--- config.mk ---
export PLATFORM = sky130hd
export DESIGN_NAME = wk_regs
export DESIGN_NICKNAME = d
export VERILOG_FILES = /design/src/logic/wk_frame_eval.v /design/src/logic/wk_regs.v
export VERILOG_INCLUDE_DIRS = /design/src /design/src/logic
export SDC_FILE = /design/constraint.sdc
export NUM_CORES = 1
export LEC_CHECK = 0
export ABC_CLOCK_PERIOD_IN_PS = 2500
export BUFFER_PORTS_ARGS = -buffer_cell sky130_fd_sc_hd__buf_2
export CAP_MARGIN = 20
export CORE_MARGIN = 2
export CORE_UTILIZATION = 59
export DETAILED_ROUTE_END_ITERATION = 10
export GPL_ROUTABILITY_DRIVEN = 0
export PLACE_DENSITY_LB_ADDON = 0.1
export REMOVE_ABC_BUFFERS = 1
export SYNTH_ARGS = -nofsm -noshare
export SYNTH_HDL_FRONTEND = slang
export SYNTH_SLANG_ARGS = --single-unit
--- constraint.sdc ---
create_clock -name CLK -period 2.5 [get_ports CLK]
set_input_delay 0.375 -clock CLK [delete_from_list [all_inputs] [get_ports CLK]]
set_output_delay 0.375 -clock CLK [all_outputs]
set_load 0.1 [all_outputs]
--- src/logic/wk_defs.vh ---
`ifndef WK_DEFS_VH
`define WK_DEFS_VH

// Register offsets on the management port.
`define WK_OFS_CONFIG 16'h04A0
`define WK_OFS_STATUS 16'h04A1
`define WK_OFS_DA_HI 16'h04A2
`define WK_OFS_DA_MID 16'h04A3
`define WK_OFS_DA_LO 16'h04A4
`define WK_OFS_PWD_LO 16'h04A5
`define WK_OFS_PWD_MID 16'h04A6
`define WK_OFS_PWD_HI 16'h04A7
`define WK_OFS_IRQ_STAT 16'h04B0
`define WK_OFS_IRQ_MASK 16'h04B1

// Field positions in the wake configuration register.
`define WK_CFG_SFD_SEL 13
`define WK_CFG_CRC_GATE 12
`define WK_CFG_WAKE_EN 7
`define WK_CFG_SECURE_EN 5
`define WK_CFG_PAT_EN 1
`define WK_CFG_MAGIC_EN 0

// Field positions in the wake status register.
`define WK_ST_INT_SRC 12
`define WK_ST_SFD_ERR 7
`define WK_ST_BAD_CRC 6
`define WK_ST_HACK 5
`define WK_ST_PATTERN 1
`define WK_ST_MAGIC 0

// Writable bits of the configuration register and sticky status bits.
`define WK_CFG_WMASK 16'h30A3
`define WK_ST_FLAGS 16'h00E3

// Reset values.
`define WK_CFG_RESET 16'h1000
`define WK_ST_RESET 16'h0000
`define WK_MATCH_RESET 16'h0000

// Start-of-frame delimiter bytes.
`define WK_SFD_ALT 8'h5D
`define WK_SFD_STD 8'hD5

`endif

--- src/logic/wk_frame_eval.v ---
`timescale 1ns/10ps
`include "wk_defs.vh"

// Judges each received frame against the configured wake settings.
module wk_frame_eval (
    // Clock and reset.
    input wire clk,
    input wire rst_n,
    // Configuration from the register bank.
    input wire [15:0] cfg,
    input wire [47:0] dest_addr,
    input wire [47:0] password,
    // Frame observations from the receive path.
    input wire rx_sof,
    input wire [7:0] rx_sfd,
    input wire rx_eof,
    input wire rx_crc_ok,
    input wire [47:0] rx_dest,
    input wire rx_magic,
    input wire [47:0] rx_pwd,
    input wire rx_pwd_valid,
    input wire rx_pattern,
    // One-cycle event pulses, status bit layout.
    output reg [15:0] events
);

    reg frame_ok;
    reg [7:0] sfd_want;
    reg crc_bad;
    reg gated;
    reg magic_ok;
    reg pwd_fail;
    reg [15:0] next_events;
    reg next_frame_ok;

    // Evaluate the delimiter at frame start and the body at frame end.
    always @* begin
        sfd_want = cfg[`WK_CFG_SFD_SEL] ? `WK_SFD_ALT : `WK_SFD_STD;
        next_events = 16'h0000;
        next_frame_ok = frame_ok;
        crc_bad = ~rx_crc_ok;
        gated = cfg[`WK_CFG_CRC_GATE] & crc_bad;
        magic_ok = rx_magic & cfg[`WK_CFG_MAGIC_EN] & (rx_dest == dest_addr)
            & ~gated;
        pwd_fail = magic_ok & cfg[`WK_CFG_SECURE_EN]
            & (~rx_pwd_valid | (rx_pwd != password));
        if (rx_sof) begin
            next_frame_ok = (rx_sfd == sfd_want);
            if (cfg[`WK_CFG_WAKE_EN] && rx_sfd != sfd_want) begin
                next_events[`WK_ST_SFD_ERR] = 1'b1;
            end
        end else if (rx_eof) begin
            next_frame_ok = 1'b0;
            // A frame lacking its delimiter never reaches the matchers.
            if (cfg[`WK_CFG_WAKE_EN] && frame_ok) begin
                next_events[`WK_ST_BAD_CRC] = gated;
                next_events[`WK_ST_HACK] = pwd_fail;
                next_events[`WK_ST_MAGIC] = magic_ok & ~pwd_fail;
                next_events[`WK_ST_PATTERN] = rx_pattern
                    & cfg[`WK_CFG_PAT_EN] & ~gated;
            end
        end
    end

    // Events are pulses; the frame flag lives from start to end only.
    always @(posedge clk or negedge rst_n) begin
        if (!rst_n) begin
            events <= 16'h0000;
            frame_ok <= 1'b0;
        end else begin
            events <= next_events;
            frame_ok <= next_frame_ok;
        end
    end

endmodule // wk_frame_eval

--- src/logic/wk_regs.v ---
// Decided for this implementation: strobed register access.
`timescale 1ns/10ps
`include "wk_defs.vh"

module wk_regs (
    // Clock and reset.
    input wire CLK,
    input wire RSTN,
    // Register port.
    input wire [15:0] ADDR,
    input wire [15:0] WDATA,
    input wire WR,
    input wire RD,
    output reg [15:0] RDATA,
    // Receive path observations.
    input wire RX_SOF,
    input wire [7:0] RX_SFD,
    input wire RX_EOF,
    input wire RX_CRC_OK,
    input wire [47:0] RX_DEST,
    input wire RX_MAGIC,
    input wire [47:0] RX_PWD,
    input wire RX_PWD_VALID,
    input wire RX_PATTERN,
    // Shared interrupt source and outputs.
    input wire POLARITY_INT,
    output reg SHARED_INT,
    output reg IRQ
);

    reg [15:0] wake_config;
    reg [15:0] wake_status;
    reg [15:0] wake_dest_addr_hi;
    reg [15:0] wake_dest_addr_mid;
    reg [15:0] wake_dest_addr_lo;
    reg [15:0] wake_password_lo;
    reg [15:0] wake_password_mid;
    reg [15:0] wake_password_hi;
    reg [15:0] irq_status;
    reg [15:0] irq_mask;
    reg [15:0] next_rdata;
    reg [15:0] next_status;
    reg [15:0] next_irq_status;
    wire [15:0] events;
    wire [47:0] dest_addr;
    wire [47:0] password;
    wire wake_event;
    wire wr_config;
    wire wr_status;
    wire rd_status;

    // True when a strobe hits the given offset.
    function hit;
        input strobe;
        input [15:0] addr;
        input [15:0] ofs;
        begin
            hit = strobe & (addr == ofs);
        end
    endfunction

    // Sticky flag update where a new event beats the clear.
    function [15:0] sticky;
        input [15:0] cur;
        input [15:0] clr;
        input [15:0] ev;
        begin
            sticky = ((cur & ~clr) | ev) & `WK_ST_FLAGS;
        end
    endfunction

    // Byte n of the destination address is dest_addr[8n+7:8n].
    assign dest_addr = {wake_dest_addr_hi[7:0], wake_dest_addr_hi[15:8],
        wake_dest_addr_mid[7:0], wake_dest_addr_mid[15:8],
        wake_dest_addr_lo[7:0], wake_dest_addr_lo[15:8]};
    // Byte n of the password is password[8n+7:8n].
    assign password = {wake_password_hi, wake_password_mid,
        wake_password_lo};

    assign wr_config = hit(WR, ADDR, `WK_OFS_CONFIG);
    assign wr_status = hit(WR, ADDR, `WK_OFS_STATUS);
    assign rd_status = hit(RD, ADDR, `WK_OFS_STATUS);
    assign wake_event = events[`WK_ST_MAGIC] | events[`WK_ST_PATTERN];

    // Frame judge; its pulses arrive one cycle after the frame strobes.
    wk_frame_eval u_eval (
        .clk(CLK),
        .rst_n(RSTN),
        .cfg(wake_config),
        .dest_addr(dest_addr),
        .password(password),
        .rx_sof(RX_SOF),
        .rx_sfd(RX_SFD),
        .rx_eof(RX_EOF),
        .rx_crc_ok(RX_CRC_OK),
        .rx_dest(RX_DEST),
        .rx_magic(RX_MAGIC),
        .rx_pwd(RX_PWD),
        .rx_pwd_valid(RX_PWD_VALID),
        .rx_pattern(RX_PATTERN),
        .events(events)
    );

    // Status update: a read clears every flag in one step, events still win.
    always @* begin
        next_status = wake_status;
        next_status[15:0] = sticky(wake_status,
            rd_status ? `WK_ST_FLAGS : 16'h0000, events);
        next_status[`WK_ST_INT_SRC] = wake_status[`WK_ST_INT_SRC];
        if (wr_status) begin
            next_status[`WK_ST_INT_SRC] = WDATA[`WK_ST_INT_SRC];
        end
        // Enabling detection forces the source over any same-cycle write.
        if (wr_config && WDATA[`WK_CFG_WAKE_EN]
            && !wake_config[`WK_CFG_WAKE_EN]) begin
            next_status[`WK_ST_INT_SRC] = 1'b1;
        end
    end

    // Interrupt status is write-one-to-clear; a new event beats the clear.
    always @* begin
        next_irq_status = sticky(irq_status,
            hit(WR, ADDR, `WK_OFS_IRQ_STAT) ? WDATA : 16'h0000, events);
    end

    // Read multiplexer; reserved bits and unmapped offsets read zero.
    always @* begin
        next_rdata = 16'h0000;
        if (!RD) begin
            next_rdata = 16'h0000;
        end else if (ADDR == `WK_OFS_CONFIG) begin
            next_rdata = wake_config;
        end else if (ADDR == `WK_OFS_STATUS) begin
            next_rdata = wake_status;
        end else if (ADDR == `WK_OFS_DA_HI) begin
            next_rdata = wake_dest_addr_hi;
        end else if (ADDR == `WK_OFS_DA_MID) begin
            next_rdata = wake_dest_addr_mid;
        end else if (ADDR == `WK_OFS_DA_LO) begin
            next_rdata = wake_dest_addr_lo;
        end else if (ADDR == `WK_OFS_PWD_LO) begin
            next_rdata = wake_password_lo;
        end else if (ADDR == `WK_OFS_PWD_MID) begin
            next_rdata = wake_password_mid;
        end else if (ADDR == `WK_OFS_PWD_HI) begin
            next_rdata = wake_password_hi;
        end else if (ADDR == `WK_OFS_IRQ_STAT) begin
            next_rdata = irq_status;
        end else if (ADDR == `WK_OFS_IRQ_MASK) begin
            next_rdata = irq_mask;
        end
    end

    // Configuration and match registers written by software.
    always @(posedge CLK or negedge RSTN) begin
        if (!RSTN) begin
            wake_config <= `WK_CFG_RESET;
            wake_dest_addr_hi <= `WK_MATCH_RESET;
            wake_dest_addr_mid <= `WK_MATCH_RESET;
            wake_dest_addr_lo <= `WK_MATCH_RESET;
            wake_password_lo <= `WK_MATCH_RESET;
            wake_password_mid <= `WK_MATCH_RESET;
            wake_password_hi <= `WK_MATCH_RESET;
            irq_mask <= 16'h0000;
        end else if (WR) begin
            if (ADDR == `WK_OFS_CONFIG) begin
                wake_config <= WDATA & `WK_CFG_WMASK;
            end else if (ADDR == `WK_OFS_DA_HI) begin
                wake_dest_addr_hi <= WDATA;
            end else if (ADDR == `WK_OFS_DA_MID) begin
                wake_dest_addr_mid <= WDATA;
            end else if (ADDR == `WK_OFS_DA_LO) begin
                wake_dest_addr_lo <= WDATA;
            end else if (ADDR == `WK_OFS_PWD_LO) begin
                wake_password_lo <= WDATA;
            end else if (ADDR == `WK_OFS_PWD_MID) begin
                wake_password_mid <= WDATA;
            end else if (ADDR == `WK_OFS_PWD_HI) begin
                wake_password_hi <= WDATA;
            end else if (ADDR == `WK_OFS_IRQ_MASK) begin
                irq_mask <= WDATA & `WK_ST_FLAGS;
            end
        end
    end

    // Status, interrupt state and registered outputs.
    always @(posedge CLK or negedge RSTN) begin
        if (!RSTN) begin
            wake_status <= `WK_ST_RESET;
            irq_status <= 16'h0000;
            RDATA <= 16'h0000;
            SHARED_INT <= 1'b0;
            IRQ <= 1'b0;
        end else begin
            wake_status <= next_status;
            irq_status <= next_irq_status;
            RDATA <= next_rdata;
            // The shared bit follows the selected source one cycle later.
            SHARED_INT <= wake_status[`WK_ST_INT_SRC] ? wake_event
                : POLARITY_INT;
            IRQ <= |(next_irq_status & irq_mask);
        end
    end

endmodule // wk_regs
After elaboration in Yosys (flattened, before gate mapping)
Cells that the tools add are included.
{"block": "word_totals", "register_bits": 142, "latch_bits": 0, "mem_bits_rw": 0, "romBits": 0, "inputBits": 147, "output_inout_bits": 18, "memories": 0}
{"block": "classes", "n_addsub": 0, "multipliers": 0, "div_mod_pow": 0, "n_lt_le_gt_ge": 0, "eq_ne": 14, "n_shift": 0, "n_mux": 27, "bitwise_logic": 33, "reduce_logical": 16}
{"cell": "$eq 16x11->1 const B", "n": 10}
{"cell": "$mux 16", "n": 9}
{"cell": "$eq 48x48->1", "n": 1}
{"cell": "$ne 48x48->1", "n": 1}
{"cell": "$mux 8", "n": 5}
{"cell": "$and 8x8->8", "n": 3}
{"cell": "$not 8->8", "n": 2}
{"cell": "$or 8x8->8", "n": 2}
{"cell": "$reduce_or 16->1", "n": 1}
{"cell": "$and 1x1->1", "n": 13}
{"cell": "$mux 2", "n": 6}
{"cell": "$not 1->1", "n": 11}
{"cell": "$reduce_and 9->1", "n": 1}
{"cell": "$eq 8x8->1", "n": 1}
{"cell": "$ne 8x8->1", "n": 1}
{"cell": "$reduce_and 8->1", "n": 1}
{"cell": "$mux 1", "n": 7}
{"cell": "$reduce_and 7->1", "n": 1}
{"cell": "$reduce_and 6->1", "n": 1}
{"cell": "$reduce_and 5->1", "n": 1}
{"cell": "$logic_and 1x1->1", "n": 4}
{"cell": "$reduce_and 4->1", "n": 1}
{"cell": "$reduce_bool 2->1", "n": 2}
{"cell": "$reduce_and 3->1", "n": 1}
{"cell": "other kinds (3)", "n": 4}

Longest topological paths before layout
Gate-level depths: netlist of run 1.
{"block": "logic_depth", "depth_word": 12, "depth_mapped": 8, "mapped_depth_nobuf": 6}

Hierarchy
Synthesis of run 1 repeated with hierarchy kept, for this count alone.
{"block": "unflattened", "hier_cells": 683, "area_unflattened_um2": 7657.3}
{"mod": "wk_regs", "instances": 1, "cells_each": 506, "area_per_inst_um2": 6232.2, "seq_area_each_um2": 3404.5}
{"mod": "wk_frame_eval", "instances": 1, "cells_each": 177, "area_per_inst_um2": 1425.1, "seq_area_each_um2": 150.1}

Worst setup path after synthesis of run 1
OpenSTA, ideal clock, no wires.
{"block": "synth_timing", "path_type": "input to register", "startpoint": "in ADDR[13]", "endpoint": "reg wake_dest_addr_mid[10]", "setup_ns": 0.125, "t_arrival_ns": 2.059, "required_ns": 2.375, "setup_slack_ns": 0.316, "stages": 7, "cell_sequence": "or4_4 > nor3_4 > nand4_4 > inv_2 > nand2_4 > buf_6 > mux2_4"}
{"block": "synth_via", "elab_chain_len": 3, "elab_cells_between_ends": 6}
{"element": "start, declared", "line_no": "wk_regs.v:10", "text": "input wire [15:0] ADDR,"}
{"element": "$eq 16x11->1 (no source line)"}
{"element": "$not 1->1 (no source line)"}
{"element": "$reduce_and 4->1 (no source line) (*)"}
{"element": "end signal, assigned", "line_no": "wk_regs.v:159", "text": "wake_dest_addr_mid <= `WK_MATCH_RESET;"}
{"element": "end, declared", "line_no": "wk_regs.v:34", "text": "reg [15:0] wake_dest_addr_mid;"}
Every way passes the cells marked *; elsewhere a longest branch is shown, timed or not.
A chain may end at the register's enable or synchronous reset.

Worst setup path after layout of run 1
{"block": "layout_timing", "startpoint": "in ADDR[13]", "endpoint": "reg IRQ"}
{"block": "layout_via", "elab_chain_len": 8}
{"element": "$eq 16x11->1", "line_no": "wk_regs.v:58", "text": "hit = strobe & (addr == ofs);"}
{"element": "$and 1x1->1", "line_no": "wk_regs.v:58"}
{"element": "$mux 8", "line_no": "wk_regs.v:123", "text": "hit(WR, ADDR, `WK_OFS_IRQ_STAT) ? WDATA : 16'h0000, events);"}
{"element": "$not 8->8", "line_no": "wk_regs.v:68", "text": "sticky = ((cur & ~clr) | ev) & `WK_ST_FLAGS;"}
{"element": "$and 8x8->8", "line_no": "wk_regs.v:68"}
{"element": "$or 8x8->8", "line_no": "wk_regs.v:68"}
{"element": "via next_irq_status[1]", "line_no": "wk_regs.v:43", "text": "reg [15:0] next_irq_status;"}
{"element": "$and 8x8->8", "line_no": "wk_regs.v:201", "text": "IRQ <= |(next_irq_status & irq_mask);"}
{"element": "$reduce_or 16->1", "line_no": "wk_regs.v:201"}
{"element": "end signal, assigned", "line_no": "wk_regs.v:201"}
{"element": "end, declared", "line_no": "wk_regs.v:28", "text": "output reg IRQ"}
The timed path passes the listed nets, and every way through them passes these cells.

==> results.cfg, run 1 <==
[status]
status = complete, no violations

[setup_path]
cp.arrival_ns = 2.31
worstSetupPathType = in -> reg
cp_cell_sequence = buf_2 > or4_4 > nor2_2 > nand3_1 > o22a_1 > a22o_1 > a211o_1
slowest_delay_ns = 0.55
cp_max_fo = 7
critical_path.startpoint_type = primary input
crit_buf_inv = 1
worstSetupEndpointType = flop
slowest_stage = or4_4
required_ns = 2.81
path_delay_family = simple AND/OR/NAND/NOR gates

[global_routing]
antenna_found_initial = 0
overflow = 0
grt_pass1_vias = 6124
grt_pass1_wl_um = 34230
grt_max_degree = 143
track_usage = 0.3460

[sta]
timing.fmax_mhz = 500.5
tightest_slew_ns = 0.7662
finalSetupViolCount = 0
fin_worst_skew_ns = 0.007556
slew_headroom = 0.4892
final_hold_viol_count = 0
hold_slack_ns = 0.04649
rsz0062_at_grt = no
period_minus_slack_ns = 1.998
maxSlewViolCount = 0
fin_crit_sh = 0.7992
tns_ns = 0

[drt]
drt_iter0_drc = 674
drt_first_pass_iters = 5
vias = 6262
drt-vias-per-instance = 6.176
wl_um = 22770
wl_per_cell_um = 22.45
met1_length_um = 9174
drc = 0
wl_met2_um = 10490
ant_nets = 0
highest_layer = met4
routed-wl-met3_um = 2322

[floorplanning]
rows = 41
core_sq_um = 12570
die_area_sq_um = 13750
initial_utilization = 0.6021
top_level_ports = 165
die_h_um = 117.3
die_x_um = 117.3

[clock_network]
cts_buffers = 17
cts-root-buf = clkbuf_16
ctsHoldBuffers = 0
cts_resized = 0
htree_levels = 4
tritoncts = done
cts.clk_slew.worst_paths_ns = 0.06
clockBufferDepth = 2
clk_latency_ns = 0.43
cts.sinks = 142
cts_setup_buffers = 0

[finish]
instances_no_fill = 1014
antenna_cells = 0
final_common_cell = buf_2
drive_above_1_share = 0.4014
area_delta_synth_final_pct = 22.65
layout_common_cells = buf_2 (163), dfrtp_1 (141), mux2_2 (100)
num-nets-final = 977

[synth]
ys_async_sr_fraction = 1.000
synth_top_area_share = 0.4663
synth-edff-count = 0
avgSynthCellArea_sq_um = 11.66
ys_seq_elements = 142
yosysUniqueCellTypes = 62
seq_area_frac_synth = 0.4697
synthCells = 649
yosys_warnings = 0
synthesis.area_sq_um = 7567
yosys_most_used_dff = dfrtp_1
yosysTopAreaCell = dfrtp_1
synth_area_leaders = dfrtp_1 (47%), mux2_2 (15%), xnor2_1 (6.0%)

[placement]
dp.cells = 983
hpwl_um = 16760
portBuffers = 164

[job]
maxCapViolCount = 0

[power]
max-vdd-ir-drop_mv = 0.4112
p_seq_frac = 0.433
p_int_mw = 4.118
swShare = 0.2259
powerDensity_nw_per_um2 = 573.1
p_leak_nw = 4.676
p_switching_mw = 1.202
p_clk_frac = 0.483
p_comb_frac = 0.084

[worst_hold_path]
worstHoldPathType = in -> async
-- flip-flops by register name (all words and copies together) (netlist names) --
signal / cells
wake_dest_addr_hi: 16
RDATA: 16
wake_password_hi: 16
wake_password_lo: 16
wake_password_mid: 16
IRQ: 1
u_eval.frame_ok: 1
irq_mask: 5
wake_dest_addr_mid: 16
wake_config: 6
irq_status: 5
wake_status: 6
wake_dest_addr_lo: 16
u_eval.events: 5
SHARED_INT: 1
-- area by class of cell --
| class | instances | area [sq um] |
|---|---|---|
| clock inverter | 6 | 107.6 |
| sequential | 142 | 3555 |
| inverter | 10 | 37.54 |
| timing repair buffer | 190 | 1035 |
| tap | 172 | 215.2 |
| fill | 882 | 3287 |
| clock buffer | 25 | 485.5 |
| multi-input combinational | 469 | 3846 |
-- per-layer routing --
layer / GRT usage / vias up
li1: - / 2754
met1: 0.4642 / 3067
met2: 0.5234 / 375
met3: 0.1030 / 66
met4: 0.1529 / 0
met5: 0 / -
-- worst register-to-register path: cells and delay by family, from the launching register on --
kind                      cells  cell delay (ns)
xor gates and xnor gates      1             0.20
DFF                           1             0.40
and+or+nand+nor               4             0.76
AOI/OAI and AO/OA             1             0.53
-- path summary, 6_finish.rpt --
check	from	endpoint	slack [ns]	cells after the start
min in group CLK	RX_CRC_OK	u_eval.events[6]	0.11	2
max in group asynchronous	RSTN	wake_password_hi[2]	1.88	2
hold reg to reg	wake_status[1]	wake_status[1]	0.49	1
setup / recovery	ADDR[13]	IRQ	0.50	7
setup reg to reg	wake_password_lo[1]	u_eval.events[0]	0.54	6
hold / removal	RSTN	SHARED_INT	0.05	2
-- power groups by stage --
stage | clock (mW) | sequential, mW | combinational (mW)
2_1_floorplan | 0 | 2.35 | 0.130
6_report | 2.57 | 2.30 | 0.447
3_5_place_dp | 0 | 2.34 | 0.439
3_3_place_gp | 0 | 2.34 | 0.430
4_1_cts | 2.57 | 2.30 | 0.443
5_1_grt | 2.69 | 2.30 | 0.480
-- cells in the mapped netlist (2+ instances only) --
master,instances
buf_6,2
mux2_2,100
xnor2_1,52
nand3b_1,7
xor2_1,40
nand2_1,24
clkbuf_1,16
a211oi_1,2
nor4_1,14
o221ai_1,8
nor2_1,20
inv_1,7
a21o_1,9
nor2b_1,2
o22a_1,5
mux2i_1,26
and3_1,3
o22ai_1,9
o32ai_1,2
a221oi_1,9
o21ai_0,26
nor4b_1,2
a22oi_1,4
nand4_1,21
mux2_4,10
a21oi_1,25
clkinv_1,2
a211o_1,2
dfrtp_1,141
buf_1,3
nand3_1,8
nor3_1,9
o21a_1,2
nand2b_1,3
buf_2,7
-- through the flow --
stage | instance area (sq um) | setup slack [ns] | util | power [mW]
2_1_floorplan | 7438 | 0.2943 | - | 2.479
3_3_place_gp | 8688 | 0.1794 | 0.6913 | 2.773
3_5_place_dp | 8688 | 0.09321 | 0.6913 | 2.782
4_1_cts | 9281 | 0.5253 | 0.7385 | 5.320
5_1_grt | 9281 | 0.2317 | 0.7385 | 5.471
6_report | 9281 | 0.5021 | 0.7385 | 5.319
-- kinds of logic (layout without fill, tap and decap cells) --
kind of cell | Yosys count | in the layout | synth area share
AO/OA/AOI/OAI | 113 | 113 | 0.09970
XOR/XNOR | 92 | 92 | 0.1065
buffers and inverters | 38 | 231 | 0.02199
flip-flops | 142 | 142 | 0.4697
multiplexers | 136 | 136 | 0.2030
AND/OR/NAND/NOR | 128 | 128 | 0.09904
(Power assumes the default switching activity.)
==> run 2, diff against run 1 <==
--- a/config.mk
+++ b/config.mk
@@ -6,11 +6,11 @@
 export SDC_FILE = /design/constraint.sdc
 export NUM_CORES = 1
 export LEC_CHECK = 0
-export ABC_CLOCK_PERIOD_IN_PS = 2500
+export ABC_CLOCK_PERIOD_IN_PS = 1860
 export BUFFER_PORTS_ARGS = -buffer_cell sky130_fd_sc_hd__buf_2
 export CAP_MARGIN = 20
 export CORE_MARGIN = 2
-export CORE_UTILIZATION = 59
+export CORE_UTILIZATION = 55
 export DETAILED_ROUTE_END_ITERATION = 10
 export GPL_ROUTABILITY_DRIVEN = 0
 export PLACE_DENSITY_LB_ADDON = 0.1
==> constraint.sdc (replaced) <==
create_clock -name CLK -period 1.86 [get_ports CLK]
set_input_delay 0.279 -clock CLK [delete_from_list [all_inputs] [get_ports CLK]]
set_output_delay 0.279 -clock CLK [all_outputs]
set_load 0.1 [all_outputs]
==> run 2 against run 1 <==
Against the previous run:
- register-to-register slack got worse by 0.50 ns
- sequential share of layout area is 2.4 points lower
- cell count rose by 5.6%
- wire length increased by 6.6%
- worst hold slack worse by 0.020 ns
- flip-flop and latch count stayed put
- critical path depth increased by 2
- utilization up 0.31 points
- die area up 7.0%
==> results.cfg, run 2 (synthesis results as in run 1) <==
[sta]
rsz0062_at_grt = yes
hold_slack_ns = 0.02670
finalSetupViolCount = 0
timing.fmax_mhz = 545.9
tightest_slew_ns = 0.4928
final_hold_viol_count = 0
maxSlewViolCount = 0
period_minus_slack_ns = 1.832
fin_worst_skew_ns = 0.007096
slew_headroom = 0.6737
worst_slack_ns = 0.02822
fin_crit_sh = 0.9848

[setup_path]
crit_top_cell = buf_4
rrSetupSlack_ns = 0.04
path_delay_family = simple AND/OR/NAND/NOR gates
reg2reg_depth = 6
cp.arrival_ns = 2.17
worstSetupEndpointType = flop
crit_buf_inv = 3
slowest_delay_ns = 0.55
required_ns = 2.20
cp_cell_sequence = buf_2 > or4_4 > buf_4 > nor2_4 > buf_4 > nand3_1 > o22ai_2 > o21ai_0 > a21oi_1
cp_max_fo = 5
worstSetupPathType = in -> reg
cp.depth = 9
slowest_stage = or4_4
critical_path.startpoint_type = primary input

[power]
p_leak_nw = 5.003
p_int_mw = 5.708
p_seq_frac = 0.420
max-vdd-ir-drop_mv = 0.5654
p_comb_frac = 0.089
p_clk_frac = 0.490
p_switching_mw = 1.652
powerDensity_nw_per_um2 = 743.5
swShare = 0.2244
p_total_mw = 7.360

[drt]
wl_um = 24280
ant_nets = 0
drt_first_pass_iters = 6
drt_iter0_drc = 875
drt-vias-per-instance = 6.174
vias = 6612
wl_per_cell_um = 22.67
drc = 0

[global_routing]
grt_max_degree = 44
track_usage = 0.3398
grt_pass1_vias = 6635
antenna_found_initial = 0
overflow = 0
grt_pass1_wl_um = 36990

[clock_network]
cts_buffers = 17
cts-root-buf = clkbuf_16
tritoncts = done
clockBufferDepth = 2
cts.clk_slew.worst_paths_ns = 0.06
htree_levels = 4
clk_latency_ns = 0.42
cts.sinks = 142

[floorplanning]
top_level_ports = 165
initial_utilization = 0.5669
die_x_um = 121.3
die_h_um = 121.3
rows = 42
die_area_sq_um = 14710
core_sq_um = 13350

[finish]
layout_common_cells = buf_2 (163), dfrtp_1 (141), mux2_2 (100)
num-nets-final = 1030
area_delta_synth_final_pct = 30.80
num-fill-cells = 981
drive_above_1_share = 0.4615
final_common_cell = buf_2
antenna_cells = 0
instances_no_fill = 1071

[placement]
portBuffers = 164
dp_slack_ns = -0.4337
hpwl_um = 18080
dp.cells = 1038

[worst_hold_path]
worstHoldPathType = in -> reg
whs_path_depth = 2

[status]
status = complete, no violations

[job]
maxCapViolCount = 0
==> run 2: worst register-to-register path: stages, from the launching register on <==
cell and delay (ns):
dfrtp_1 0.41, xor2_1 0.16, nor4_1 0.31, nand4_1 0.21
o41ai_2 0.38, buf_4 0.16, nor2b_4 0.13
==> run 2: through the flow <==
| step | TNS, ns | util | cell area, sq um |
|---|---|---|---|
| after floorplan | -17.56 | - | 7438 |
| after detailed placement | -33.67 | 0.6837 | 9126 |
| after global placement | -29.46 | 0.6837 | 9126 |
| after global routing | -0.1104 | 0.7416 | 9898 |
| final | 0 | 0.7416 | 9898 |
| after CTS | 0 | 0.7346 | 9806 |
==> run 2: cell type report <==
class	instances	area, sq um	area share
inverter	10	37.54	0.003792
clock inverter	10	160.2	0.01618
tap	176	220.2	0.02225
multi-input combinational	469	3966	0.4007
sequential	142	3555	0.3591
clock buffer	21	470.5	0.04753
timing repair buffer	243	1489	0.1504
==> run 2: layer usage <==
metal	vias up	GRT usage	routed length [um]
met1	3260	0.4712	9732
met3	72	0.05733	2387
met2	417	0.5369	11380
met5	-	0	0
li1	2863	-	-
met4	0	0.1307	781
==> run 2: final timing paths <==
path | startpoint | end
min reg2reg | wake_status[1] | wake_status[1]
max | ADDR[13] | RDATA[0]
min in group asynchronous | RSTN | wake_status[6]
max in group asynchronous | RSTN | wake_config[12]
min | RX_CRC_OK | u_eval.events[6]
max reg2reg | wake_password_lo[8] | u_eval.events[0]
==> run 2: power by group through the flow <==
| stage | clock [mW] | combinational, mW | sequential, mW |
|---|---|---|---|
| final | 3.61 | 0.657 | 3.09 |
| after global routing | 3.78 | 0.704 | 3.09 |
| after CTS | 3.64 | 0.645 | 3.09 |
| after detailed placement | 0 | 0.636 | 3.15 |
| after global placement | 0 | 0.621 | 3.15 |
| after floorplan | 0 | 0.174 | 3.16 |
==> run 2: timing repair <==
item,in CTS,in global routing
pin swaps,5,6
setup endpoints to repair,4,41
hold buffers,1,0
endpoints found under the hold margin,40,0
gates cloned,0,0
resized for setup,6,18
buffers inserted,0,1
